$ cat src/hdl/tmr2_pkg.sv
// Purpose: Shared constants and carrier types for the two-channel timer.
// Assumes: APB slave with 32-bit data; each 8-bit register sits in bits 7:0 of one word.
// Notes:   Register offsets are byte addresses.
package tmr2_pkg;
	localparam logic [7:0] OFS_CTRL              = 8'h00;
	localparam logic [7:0] OFS_CNT_HI            = 8'h04;
	localparam logic [7:0] OFS_CNT_LO            = 8'h08;
	localparam logic [7:0] OFS_LIM_HI            = 8'h0C;
	localparam logic [7:0] OFS_LIM_LO            = 8'h10;
	localparam logic [7:0] OFS_CH_CTL [2]        = '{8'h14, 8'h20};
	localparam logic [7:0] OFS_CH_HI [2]         = '{8'h18, 8'h24};
	localparam logic [7:0] OFS_CH_LO [2]         = '{8'h1C, 8'h28};

	// Timer control register bit positions
	localparam int         CTL_FLAG_BIT          = 7;
	localparam int         CTL_IE_BIT            = 6;
	localparam int         CTL_HALT_BIT          = 5;
	localparam int         CTL_RST_BIT           = 4;
	localparam int         CTL_PS_LSB            = 0;
	localparam logic [2:0] PS_NONE               = 3'h7;

	// Values after reset
	localparam logic [15:0] RST_CNT              = 16'h0000;
	localparam logic [15:0] RST_LIMIT            = 16'hFFFF;
	localparam logic        RST_HALT             = 1'b1;
	localparam logic [2:0]  RST_PS               = 3'h0;
	localparam logic [15:0] RST_CHVAL            = 16'h0000;
	localparam logic [7:0]  RST_CHCTL            = 8'h00;
	localparam logic [5:0]  RST_PRE              = 6'h00;

	// Channel control register, bit 7 down to bit 0
	typedef struct packed {
		logic flag;
		logic ie;
		logic msb;
		logic msa;
		logic elsb;
		logic elsa;
		logic tov;
		logic maxd;
	} tmr2_chctl_t;

	// Per-channel pin and output state
	typedef struct packed {
		logic pin_prev;
		logic out_lvl;
		logic max_act;
	} tmr2_chst_t;

	typedef struct packed {
		logic [7:0]  paddr;
		logic        psel;
		logic        penable;
		logic        pwrite;
		logic [31:0] pwdata;
	} tmr2_apb_req_t;

	typedef struct packed {
		logic [31:0] prdata;
		logic        pready;
		logic        pslverr;
	} tmr2_apb_rsp_t;
endpackage : tmr2_pkg

$ cat src/hdl/tmr2_timer.sv
// Purpose: 16-bit prescaled timer with modulo limit and two capture/compare channels.
// Assumes: APB slave, zero wait states; debug break comes from logic on pclk.
// Notes:   8-bit registers in bits 7:0 of aligned words; upper bits read zero.
`timescale 1ns/100ps
module tmr2_timer (
	input  wire logic                    pclk,
	input  wire logic                    presetn,
	input  wire tmr2_pkg::tmr2_apb_req_t apb_req,
	output wire tmr2_pkg::tmr2_apb_rsp_t apb_rsp,
	input  wire logic                    dbg_break,
	input  wire logic [1:0]              chan_pin_in,
	output wire logic [1:0]              chan_pin_out,
	output wire logic [1:0]              chan_pin_oe,
	output wire logic                    ovf_irq,
	output wire logic [1:0]              chan_irq
);
	import tmr2_pkg::*;

	typedef struct packed {
		logic [15:0]            cnt;
		logic [5:0]             pre;
		logic                   cnt_new;
		logic                   ovf_flag;
		logic                   ovf_arm;
		logic                   ovf_ie;
		logic                   halt;
		logic [2:0]             ps;
		logic [7:0]             lo_buf;
		logic                   lo_held;
		logic [15:0]            limit;
		logic                   lim_hold;
		tmr2_chctl_t [1:0]      cctl;
		logic [1:0]             carm;
		logic [1:0][15:0]       cval;
		logic [1:0]             cap_blk;
		logic [1:0]             cmp_blk;
		logic                   act_sel;
		logic                   last_wr;
		logic [31:0]            rdata;
	} tmr2_st_t;

	tmr2_st_t         st_ff;
	tmr2_st_t         nxt_st;
	logic [1:0]       pin_s;
	logic             setup_rd;
	logic             wr;
	logic [7:0]       wd;
	logic [7:0]       rd_val;
	logic             hit;
	logic             link;
	logic             run;
	logic [6:0]       mask7;
	logic [5:0]       mask;
	logic             tick;
	logic             ovf;
	logic             ovf_set;
	logic [1:0]       ch_en;
	logic [1:0][15:0] cmp_val_w;
	logic [1:0]       cmp_blk_w;
	logic [1:0]       ch_evt;
	logic [1:0]       ch_cap;

	assign setup_rd = apb_req.psel & ~apb_req.penable & ~apb_req.pwrite;
	assign wr       = apb_req.psel & apb_req.penable & apb_req.pwrite;
	assign wd       = apb_req.pwdata[7:0];
	assign link     = st_ff.cctl[0].msb;

	assign run   = ~st_ff.halt & ~dbg_break;
	assign mask7 = (7'h01 << st_ff.ps) - 7'h01;
	assign mask  = mask7[5:0];
	assign tick  = run & (st_ff.ps != PS_NONE) & ((st_ff.pre & mask) == mask);
	// Overflow is seen once, in the cycle after the counter takes the limit value
	assign ovf     = st_ff.cnt_new & (st_ff.cnt == st_ff.limit);
	assign ovf_set = ovf & ~st_ff.lim_hold;

	tmr2_sync #(
		.W (2)
	) u_sync (
		.pclk    (pclk),
		.presetn (presetn),
		.d       (chan_pin_in),
		.q       (pin_s)
	);

	// Channel 0 drives the linked pair; channel 1 goes quiet while linked
	assign ch_en = {~link, 1'b1};
	assign cmp_val_w[0] = (link & st_ff.act_sel) ? st_ff.cval[1] : st_ff.cval[0];
	assign cmp_blk_w[0] = (link & st_ff.act_sel) ? st_ff.cmp_blk[1] : st_ff.cmp_blk[0];
	assign cmp_val_w[1] = st_ff.cval[1];
	assign cmp_blk_w[1] = st_ff.cmp_blk[1];

	for (genvar gi = 0; gi < 2; gi++) begin : g_chan
		tmr2_chan u_chan (
			.pclk    (pclk),
			.presetn (presetn),
			.ctl     (st_ff.cctl[gi]),
			.enable  (ch_en[gi]),
			.cnt     (st_ff.cnt),
			.cnt_new (st_ff.cnt_new),
			.ovf     (ovf),
			.cmp_val (cmp_val_w[gi]),
			.cmp_blk (cmp_blk_w[gi]),
			.cap_blk (st_ff.cap_blk[gi]),
			.pin_s   (pin_s[gi]),
			.evt     (ch_evt[gi]),
			.capture (ch_cap[gi]),
			.pin_out (chan_pin_out[gi]),
			.pin_oe  (chan_pin_oe[gi])
		);
	end

	// Read data and address decode, evaluated in the setup cycle
	always_comb begin
		rd_val = 8'h00;
		hit    = 1'b1;
		case (apb_req.paddr)
			OFS_CTRL:      rd_val = {st_ff.ovf_flag, st_ff.ovf_ie, st_ff.halt, 1'b0,
			                         1'b0, st_ff.ps};
			OFS_CNT_HI:    rd_val = st_ff.cnt[15:8];
			OFS_CNT_LO:    rd_val = st_ff.lo_held ? st_ff.lo_buf : st_ff.cnt[7:0];
			OFS_LIM_HI:    rd_val = st_ff.limit[15:8];
			OFS_LIM_LO:    rd_val = st_ff.limit[7:0];
			OFS_CH_CTL[0]: rd_val = st_ff.cctl[0];
			OFS_CH_HI[0]:  rd_val = st_ff.cval[0][15:8];
			OFS_CH_LO[0]:  rd_val = st_ff.cval[0][7:0];
			OFS_CH_CTL[1]: rd_val = link ? 8'h00 : st_ff.cctl[1];
			OFS_CH_HI[1]:  rd_val = st_ff.cval[1][15:8];
			OFS_CH_LO[1]:  rd_val = st_ff.cval[1][7:0];
			default:       hit    = 1'b0;
		endcase
	end

	always_comb begin
		nxt_st         = st_ff;
		nxt_st.cnt_new = tick;

		// Prescaler and counter
		if (run) begin
			nxt_st.pre = st_ff.pre + 6'h01;
		end
		if (tick) begin
			if (st_ff.cnt == st_ff.limit) begin
				nxt_st.cnt = RST_CNT;
			end else begin
				nxt_st.cnt = st_ff.cnt + 16'h0001;
			end
		end

		// Read side effects happen once, in the setup cycle
		if (setup_rd) begin
			nxt_st.rdata = {24'h000000, rd_val};
			if (apb_req.paddr == OFS_CTRL && st_ff.ovf_flag) begin
				nxt_st.ovf_arm = 1'b1;
			end
			if (apb_req.paddr == OFS_CNT_HI && !st_ff.lo_held) begin
				nxt_st.lo_buf  = st_ff.cnt[7:0];
				nxt_st.lo_held = 1'b1;
			end
			if (apb_req.paddr == OFS_CNT_LO) begin
				nxt_st.lo_held = 1'b0;
			end
			for (int i = 0; i < 2; i++) begin
				if (apb_req.paddr == OFS_CH_CTL[i] && st_ff.cctl[i].flag) begin
					nxt_st.carm[i] = 1'b1;
				end
				if (apb_req.paddr == OFS_CH_HI[i] && !st_ff.cctl[i].msb
				    && !st_ff.cctl[i].msa) begin
					nxt_st.cap_blk[i] = 1'b1;
				end
				if (apb_req.paddr == OFS_CH_LO[i]) begin
					nxt_st.cap_blk[i] = 1'b0;
				end
			end
		end else if (!apb_req.psel) begin
			nxt_st.rdata = 32'h00000000;
		end

		// Writes take effect at the access edge
		if (wr) begin
			case (apb_req.paddr)
				OFS_CTRL: begin
					nxt_st.ovf_ie = wd[CTL_IE_BIT];
					nxt_st.halt   = wd[CTL_HALT_BIT];
					nxt_st.ps     = wd[CTL_PS_LSB +: 3];
					if (!wd[CTL_FLAG_BIT] && st_ff.ovf_arm) begin
						nxt_st.ovf_flag = 1'b0;
					end
					nxt_st.ovf_arm = 1'b0;
					if (wd[CTL_RST_BIT]) begin
						// Also wins over a tick in this cycle
						nxt_st.cnt     = RST_CNT;
						nxt_st.pre     = RST_PRE;
						nxt_st.cnt_new = 1'b0;
					end
				end
				OFS_LIM_HI: begin
					nxt_st.limit[15:8] = wd;
					nxt_st.lim_hold    = 1'b1;
				end
				OFS_LIM_LO: begin
					nxt_st.limit[7:0] = wd;
					nxt_st.lim_hold   = 1'b0;
				end
				default: begin
				end
			endcase
			for (int i = 0; i < 2; i++) begin
				if (apb_req.paddr == OFS_CH_CTL[i] && (i == 0 || !link)) begin
					nxt_st.cctl[i]      = wd;
					nxt_st.cctl[i].flag = st_ff.cctl[i].flag;
					if (i == 1) begin
						nxt_st.cctl[i].msb = 1'b0;
					end
					if (!wd[CTL_FLAG_BIT] && st_ff.carm[i]) begin
						nxt_st.cctl[i].flag = 1'b0;
					end
					nxt_st.carm[i] = 1'b0;
				end
				if (apb_req.paddr == OFS_CH_HI[i]) begin
					nxt_st.cval[i][15:8] = wd;
					if (st_ff.cctl[i].msb || st_ff.cctl[i].msa
					    || (i == 1 && link)) begin
						nxt_st.cmp_blk[i] = 1'b1;
					end
				end
				if (apb_req.paddr == OFS_CH_LO[i]) begin
					nxt_st.cval[i][7:0] = wd;
					nxt_st.cmp_blk[i]   = 1'b0;
					nxt_st.last_wr      = (i == 1);
				end
			end
		end

		// Hardware events: set wins over a clear in the same cycle
		if (ovf_set) begin
			nxt_st.ovf_flag = 1'b1;
			nxt_st.ovf_arm  = 1'b0;
		end
		if (!link) begin
			nxt_st.act_sel = 1'b0;
		end else if (ovf) begin
			nxt_st.act_sel = st_ff.last_wr;
		end
		for (int i = 0; i < 2; i++) begin
			if (ch_cap[i]) begin
				nxt_st.cval[i] = st_ff.cnt;
			end
			if (ch_evt[i]) begin
				nxt_st.cctl[i].flag = 1'b1;
				nxt_st.carm[i]      = 1'b0;
			end
		end
	end

	always_ff @(posedge pclk or negedge presetn) begin
		if (!presetn) begin
			st_ff          <= '0;
			st_ff.cnt      <= RST_CNT;
			st_ff.pre      <= RST_PRE;
			st_ff.halt     <= RST_HALT;
			st_ff.ps       <= RST_PS;
			st_ff.limit    <= RST_LIMIT;
			st_ff.cctl[0]  <= RST_CHCTL;
			st_ff.cctl[1]  <= RST_CHCTL;
			st_ff.cval[0]  <= RST_CHVAL;
			st_ff.cval[1]  <= RST_CHVAL;
		end else begin
			st_ff <= nxt_st;
		end
	end

	assign apb_rsp.prdata  = st_ff.rdata;
	assign apb_rsp.pready  = 1'b1;
	// Unmapped addresses answer with an error and read zero
	assign apb_rsp.pslverr = apb_req.psel & apb_req.penable & ~hit;

	assign ovf_irq     = st_ff.ovf_flag & st_ff.ovf_ie;
	assign chan_irq[0] = st_ff.cctl[0].flag & st_ff.cctl[0].ie;
	assign chan_irq[1] = st_ff.cctl[1].flag & st_ff.cctl[1].ie & ~link;
endmodule : tmr2_timer

$ cat src/hdl/tmr2_sync.sv
// Purpose: Two-stage synchroniser for the channel pins.
// Assumes: Inputs are asynchronous to pclk.
// Notes:   Only the second stage leaves this module.
`timescale 1ns/100ps
module tmr2_sync #(
	parameter int W = 2
) (
	input  wire logic         pclk,
	input  wire logic         presetn,
	input  wire logic [W-1:0] d,
	output wire logic [W-1:0] q
);
	typedef struct packed {
		logic [W-1:0] s1;
		logic [W-1:0] s2;
	} tmr2_sync_st_t;

	tmr2_sync_st_t st_ff;
	tmr2_sync_st_t nxt_st;

	always_comb begin
		nxt_st    = st_ff;
		nxt_st.s1 = d;
		nxt_st.s2 = st_ff.s1;
	end

	always_ff @(posedge pclk or negedge presetn) begin
		if (!presetn) begin
			st_ff <= '0;
		end else begin
			st_ff <= nxt_st;
		end
	end

	assign q = st_ff.s2;
endmodule : tmr2_sync

$ cat src/hdl/tmr2_chan.sv
// Purpose: Capture edge detection and compare output logic of one channel.
// Assumes: pin_s is already synchronised; cnt_new marks a fresh counter value.
// Notes:   The register file owns the flag and value; this module only reports events.
`timescale 1ns/100ps
module tmr2_chan (
	input  wire logic               pclk,
	input  wire logic               presetn,
	input  wire tmr2_pkg::tmr2_chctl_t ctl,
	input  wire logic               enable,
	input  wire logic [15:0]        cnt,
	input  wire logic               cnt_new,
	input  wire logic               ovf,
	input  wire logic [15:0]        cmp_val,
	input  wire logic               cmp_blk,
	input  wire logic               cap_blk,
	input  wire logic               pin_s,
	output wire logic               evt,
	output wire logic               capture,
	output wire logic               pin_out,
	output wire logic               pin_oe
);
	import tmr2_pkg::*;

	tmr2_chst_t st_ff;
	tmr2_chst_t nxt_st;
	logic       els_on;
	logic       cap_mode;
	logic       out_mode;
	logic       edge_hit;
	logic       match;
	logic       ovf_act;

	assign els_on   = ctl.elsb | ctl.elsa;
	assign cap_mode = enable & ~ctl.msb & ~ctl.msa & els_on;
	assign out_mode = enable & (ctl.msb | ctl.msa) & els_on;
	assign edge_hit = (ctl.elsa & pin_s & ~st_ff.pin_prev)
	                | (ctl.elsb & ~pin_s & st_ff.pin_prev);
	assign capture  = cap_mode & edge_hit & ~cap_blk;
	assign match    = out_mode & cnt_new & (cnt == cmp_val) & ~cmp_blk;
	assign ovf_act  = out_mode & ovf & ctl.tov;
	assign evt      = capture | match;

	always_comb begin
		nxt_st          = st_ff;
		nxt_st.pin_prev = pin_s;
		if (out_mode && ovf) begin
			nxt_st.max_act = ctl.maxd & ctl.tov;
		end
		if (enable && !els_on) begin
			nxt_st.out_lvl = ~ctl.msa;
		end else if (ovf_act) begin
			// Overflow wins over a coincident compare
			if (nxt_st.max_act && ctl.elsb) begin
				nxt_st.out_lvl = ~ctl.elsa;
			end else begin
				nxt_st.out_lvl = ~st_ff.out_lvl;
			end
		end else if (match && !st_ff.max_act) begin
			case ({ctl.elsb, ctl.elsa})
				2'h1:    nxt_st.out_lvl = ~st_ff.out_lvl;
				2'h2:    nxt_st.out_lvl = 1'b0;
				2'h3:    nxt_st.out_lvl = 1'b1;
				default: nxt_st.out_lvl = st_ff.out_lvl;
			endcase
		end
	end

	always_ff @(posedge pclk or negedge presetn) begin
		if (!presetn) begin
			st_ff <= '0;
		end else begin
			st_ff <= nxt_st;
		end
	end

	assign pin_out = st_ff.out_lvl;
	assign pin_oe  = out_mode;
endmodule : tmr2_chan

$ cat config.mk
export PLATFORM = sky130hd
export DESIGN_NAME = tmr2_timer
export DESIGN_NICKNAME = d
export VERILOG_FILES = /design/src/hdl/tmr2_pkg.sv /design/src/hdl/tmr2_timer.sv /design/src/hdl/tmr2_sync.sv /design/src/hdl/tmr2_chan.sv
export SDC_FILE = /design/constraint.sdc
export NUM_CORES = 1
export LEC_CHECK = 0
export BUFFER_PORTS_ARGS = -buffer_cell sky130_fd_sc_hd__buf_2
export CAP_MARGIN = 0
export CORE_MARGIN = 8
export CORE_UTILIZATION = 30
export CTS_BUF_LIST = sky130_fd_sc_hd__clkbuf_4 sky130_fd_sc_hd__clkbuf_8 sky130_fd_sc_hd__clkbuf_16
export CTS_CLUSTER_DIAMETER = 150
export DETAILED_ROUTE_END_ITERATION = 12
export SKIP_LAST_GASP = 1
export SYNTH_ARGS = -nofsm -noshare
export SYNTH_HDL_FRONTEND = slang
export SYNTH_HIERARCHICAL = 1
export SYNTH_SLANG_ARGS = --single-unit
export TNS_END_PERCENT = 5
$ cat constraint.sdc
create_clock -name pclk -period 3.27 [get_ports pclk]
set_clock_uncertainty 0.2 [all_clocks]
set_input_delay 0.654 -clock pclk [delete_from_list [all_inputs] [get_ports pclk]]
set_output_delay 0.654 -clock pclk [all_outputs]
set_load 0.1 [all_outputs]
Yosys cells after proc, flatten, opt, wreduce, memory -nomap -nowiden
Index checks and enable logic that the tools add are counted.
{"block": "word_totals", "mem_bits_ro": 0, "mem_bits_rw": 0, "in_bits": 48, "memories": 0, "register_bits": 153, "output_inout_bits": 41, "latch_bits": 0}
{"block": "op_classes", "n_mux": 67, "n_addsub": 3, "n_shift": 1, "div": 0, "bitwise": 75, "n_eq_ne": 25, "reduce_logical": 78, "n_lt_le_gt_ge": 0, "mul": 0}
{"op": "$pmux 8 s11", "n": 1}
{"op": "$mux 16", "n": 5}
{"op": "$mux 32", "n": 2}
{"op": "$mux 8", "n": 8}
{"op": "$mux 30", "n": 2}
{"op": "$mux 50", "n": 1}
{"op": "$eq 16x16->1", "n": 3}
{"op": "$reduce_bool 2->1", "n": 24}
{"op": "$and 1x1->1", "n": 46}
{"op": "$mux 1", "n": 41}
{"op": "$reduce_and 2->1", "n": 17}
{"op": "$eq 8x5->1 const B", "n": 4}
{"op": "$eq 8x6->1 const B", "n": 3}
{"op": "$mux 23", "n": 1}
{"op": "$not 1->1", "n": 21}
{"op": "$logic_and 1x1->1", "n": 18}
{"op": "$add 16x1->16 const B", "n": 1}
{"op": "$eq 8x4->1 const B", "n": 2}
{"op": "$reduce_and 3->1", "n": 5}
{"op": "$reduce_or 11->1", "n": 1}
{"op": "$eq 2x2->1 const B", "n": 4}
{"op": "$eq 8x3->1 const B", "n": 1}
{"op": "$logic_not 1->1", "n": 8}
{"op": "$logic_not 8->1", "n": 1}
{"op": "17 further kinds", "n": 29}

Depth between registers and ports, before layout
{"block": "logic_depth", "depth_word": 10, "depth_mapped": 11, "depth_no_buf": 10}

Modules after synthesis
Netlist, hierarchy kept.
{"mod": "tmr2_timer", "instances": 1, "area_per_inst_um2": 7085.5, "cells_each": 690}
{"mod": "tmr2_chan at g_chan[0].u_chan", "instances": 1, "area_per_inst_um2": 461.7, "cells_each": 54}
{"mod": "tmr2_chan at g_chan[1].u_chan", "instances": 1, "area_per_inst_um2": 429.2, "cells_each": 51}
{"mod": "tmr2_sync", "instances": 1, "area_per_inst_um2": 100.1, "cells_each": 4}

Worst setup path after synthesis
Ideal clock, no wire load.
{"block": "synth_timing", "path_type": "input port to output port", "startpoint": "input apb_req[37] in the netlist's numbering", "endpoint": "output apb_rsp[0] in the netlist's numbering", "stages": 7, "slack_ns": -0.449, "arrival_time_ns": 2.865, "t_required_ns": 2.416, "path_cell_list": "buf_2 > buf_2 > buf_1 > a21oi_1 > nor2_1 > nor2_1 > nor2_1"}
{"element": "from (decl)", "line_no": "tmr2_timer.sv:8", "rtl": "input wire tmr2_pkg::tmr2_apb_req_t apb_req,"}
{"element": "to (decl)", "line_no": "tmr2_timer.sv:9", "rtl": "output wire tmr2_pkg::tmr2_apb_rsp_t apb_rsp,"}

==> results.toml <==
[critical_path]
slowest_stage = "a31oi_2"
cp_slowest_stage_delay_ns = 0.53
path_max_fanout = 12
critPathKind = "flip-flop to flip-flop"
end_kind = "flip-flop"
path_cells = "nor3_2 -> inv_1 -> ha_1 -> or4b_1 -> a31oi_2 -> nor2_1 -> or4b_4 -> a21oi_2"
cp_data_required_time_ns = 3.36
worstSetupStartpointType = "flip-flop"
arrival_ns = 3.09

[floorplanning]
coreArea_um2 = 26700
top_level_ports = 89
die_x_um = 180
initial_core_util_pct = 30.2
rows = 60
dieHeight_um = 180
dieArea_um2 = 32400

[layout]
design_area_um2 = 9270
area_growth_pct = 14.8
drive_above_1_share_pct = 28.2
final_nets = 897
n_antenna_cell = 0
fillers = 2687

[clock_tree]
clock_path_buffers = 2
cts_tree = "yes"
numCtsBuffers = 17
cts_root_buf = "clkbuf_16"
clk_pin_slew_ns = 0.06
clk_latency_ns = 0.43
cts.htree.levels = 4
cts_hold_buffers = 0
ctsResizeCount = 0
cts_sinks = 129
cts_setup_buffers = 0

[pwr]
p_seq_share_pct = 39.1
peakVddDrop_mv = 0.381
clkPwrFrac_pct = 42.6
combinationalPowerShare_pct = 18.4
sw_frac_of_total_pct = 32.2
intPower_w = 0.00308
p_switching_w = 0.00146
power.leakage_nw = 4.15
powerDensity_nw_per_um2 = 490

[drt]
routed_wl_mm = 26.0
routedWlPerCell_um = 21.6
dr.pass1.iters = 5
first_iter_violations = 513
ant_nets = 0
dr_total_vias = 6489
drc_errors = 0
viasPerCell = 5.41

[synthesis]
synth_area_um2 = 8080
synthFlopType = "dfrtp_1"
avgSynthCellArea_um2 = 10.1
synth_edf_count = 0
ys_warn_count = 6
synth_cells = 799
yosysTopAreaCellShare_pct = 34.7
yosysTopAreaCell = "dfrtp_1"
synth-seq-cells = 129
ys_top_cells_by_count = "112 x dfrtp_1, 82 x nand2_1, 66 x mux2_2"
yosysMostFrequentCell = "dfrtp_1"
synth.distinct_cells = 80
async_flop_share_pct = 100
synth_seq_area_share_pct = 40.2
synthTopCellsByArea = "dfrtp_1 35%, mux2_2 9.2%, dfstp_2 5.5%"

[global_routing]
first_global_vias = 6326
grt_usage_pct = 15.9
overflow = 0
grt_antenna_before_repair = 1
grt_max_degree = 67
grt_pass1_wl_mm = 39.8

[sta]
max_slew_margin_pct = 45.9
rsz0062_at_grt = "no"
fin_setup_tns_ns = 0
timing.fmax_mhz = 334
maxSlewViolCount = 0
setup_violations = 0
fin_crit_sh_pct = 91.6
tightest_slew_ns = 0.811
hold_violations = 0
period_minus_slack_ns = 2.99

[placed_design]
gp_congestion = 0.950
io_buffers = 39
dp_hpwl_mm = 18.7
placed_cell_area_um2 = 8680

[job]
drv_cap = 0

[status]
status = "completed"

[worst_hold_path]
hp-class = "input port to asynchronous set/reset pin"
## critical path, delay by kind of cell (launching register included)
kind | cells | cell delay (ns)
AND/OR/NAND/NOR | 4 | 1.27
buffers and inverters | 1 | 0.07
adder cells (fa/ha/maj) | 1 | 0.22
flip-flops | 1 | 0.51
AO/OA/AOI/OAI | 2 | 0.59
## worst paths after layout
path                                  start                to  slack [ns]  depth (start not counted)
setup / recovery                 st_ff[116]        st_ff[133]        0.28                          8
hold / removal                      presetn     cmp_val_w[20]        0.06                          1
setup reg to reg                 st_ff[116]        st_ff[133]        0.28                          8
hold reg to reg            u_sync/nxt_st[1]       u_sync/q[1]        0.15                          0
max in group asynchronous           presetn         st_ff[98]        2.06                          2
min in group pclk            chan_pin_in[1]  u_sync/nxt_st[1]        0.14                          1
## placed cells by master (no fill, tap or decap), types with 7 or more instances in the layout
cell type and instances:
clkbuf_16 17, o21ai_1 11, dfstp_2 17, or4_1 7, inv_1 9, dfrtp_1 112, nor2_1 24, a22o_1 7
xnor2_1 36, xor2_1 17, o31ai_1 8, conb_1 32, or3_1 9, nand4_1 13, buf_2 38, mux2i_1 39
buf_4 43, nand3_1 19, nand2_1 82, o21ai_0 48, a21oi_1 27, mux2_2 66, nor3_1 8, a22oi_1 8
## final cells by class
cell class	instances	area, um2	share of cell area (%)
Clock buffer	18	439	4.74
Clock inverter	14	154	1.66
Inverter	9	33.8	0.364
Multi-Input combinational cell	606	4430	47.7
Sequential cell	129	3250	35.0
Tap cell	341	427	4.60
Timing Repair Buffer	83	544	5.87
## per-layer routing
layer  vias to the layer above  wire [um]  GRT usage (%)
met4                         2        963           6.68
met1                      3198      11400           20.8
met2                       260      11800           25.0
li1                       2969          -              -
met3                        60       1810           3.67
met5                         -         13              0
## power groups by stage
stage	Combinational, W	Sequential, W	Clock (W)
floorplan	0.000569	0.00180	0
global placement	0.000818	0.00180	0
detailed placement	0.000824	0.00180	0
CTS	0.000829	0.00177	0.00196
global route	0.000892	0.00178	0.00203
finish	0.000835	0.00177	0.00193
## sequential cells by signal, summed over array words and instances, names as in the netlist
| name | cells |
|---|---|
| st_ff | 93 |
| u_sync/q | 2 |
| g_chan.u_chan/pin_out | 2 |
| cmp_blk_w | 1 |
| link | 1 |
| g_chan.u_chan/st_ff | 4 |
| apb_rsp | 8 |
| u_sync/nxt_st | 2 |
| cmp_val_w | 16 |
## metrics by stage
stage	utilization (%)	total power, W	instances	hold slack, ns	setup slack [ns]
2_1_floorplan	-	0.00237	829	0.131	0.0217
3_3_place_gp	32.5	0.00262	1168	0.137	0.321
3_5_place_dp	32.5	0.00263	1168	0.140	0.300
4_1_cts	34.7	0.00457	1200	0.0691	0.282
5_1_grt	34.7	0.00471	1200	0.0933	0.125
6_report	34.7	0.00454	1200	0.0591	0.275
## cell families after synthesis
family	share of synthesized area, %
adder cells (fa/ha/maj)	0.465
flip-flops	40.2
AND/OR/NAND/NOR	17.2
other	0.0930
XOR/XNOR	5.75
multiplexers	16.1
buffers and inverters	6.55
AO/OA/AOI/OAI	13.6
Power figures use the tool's default switching activity.
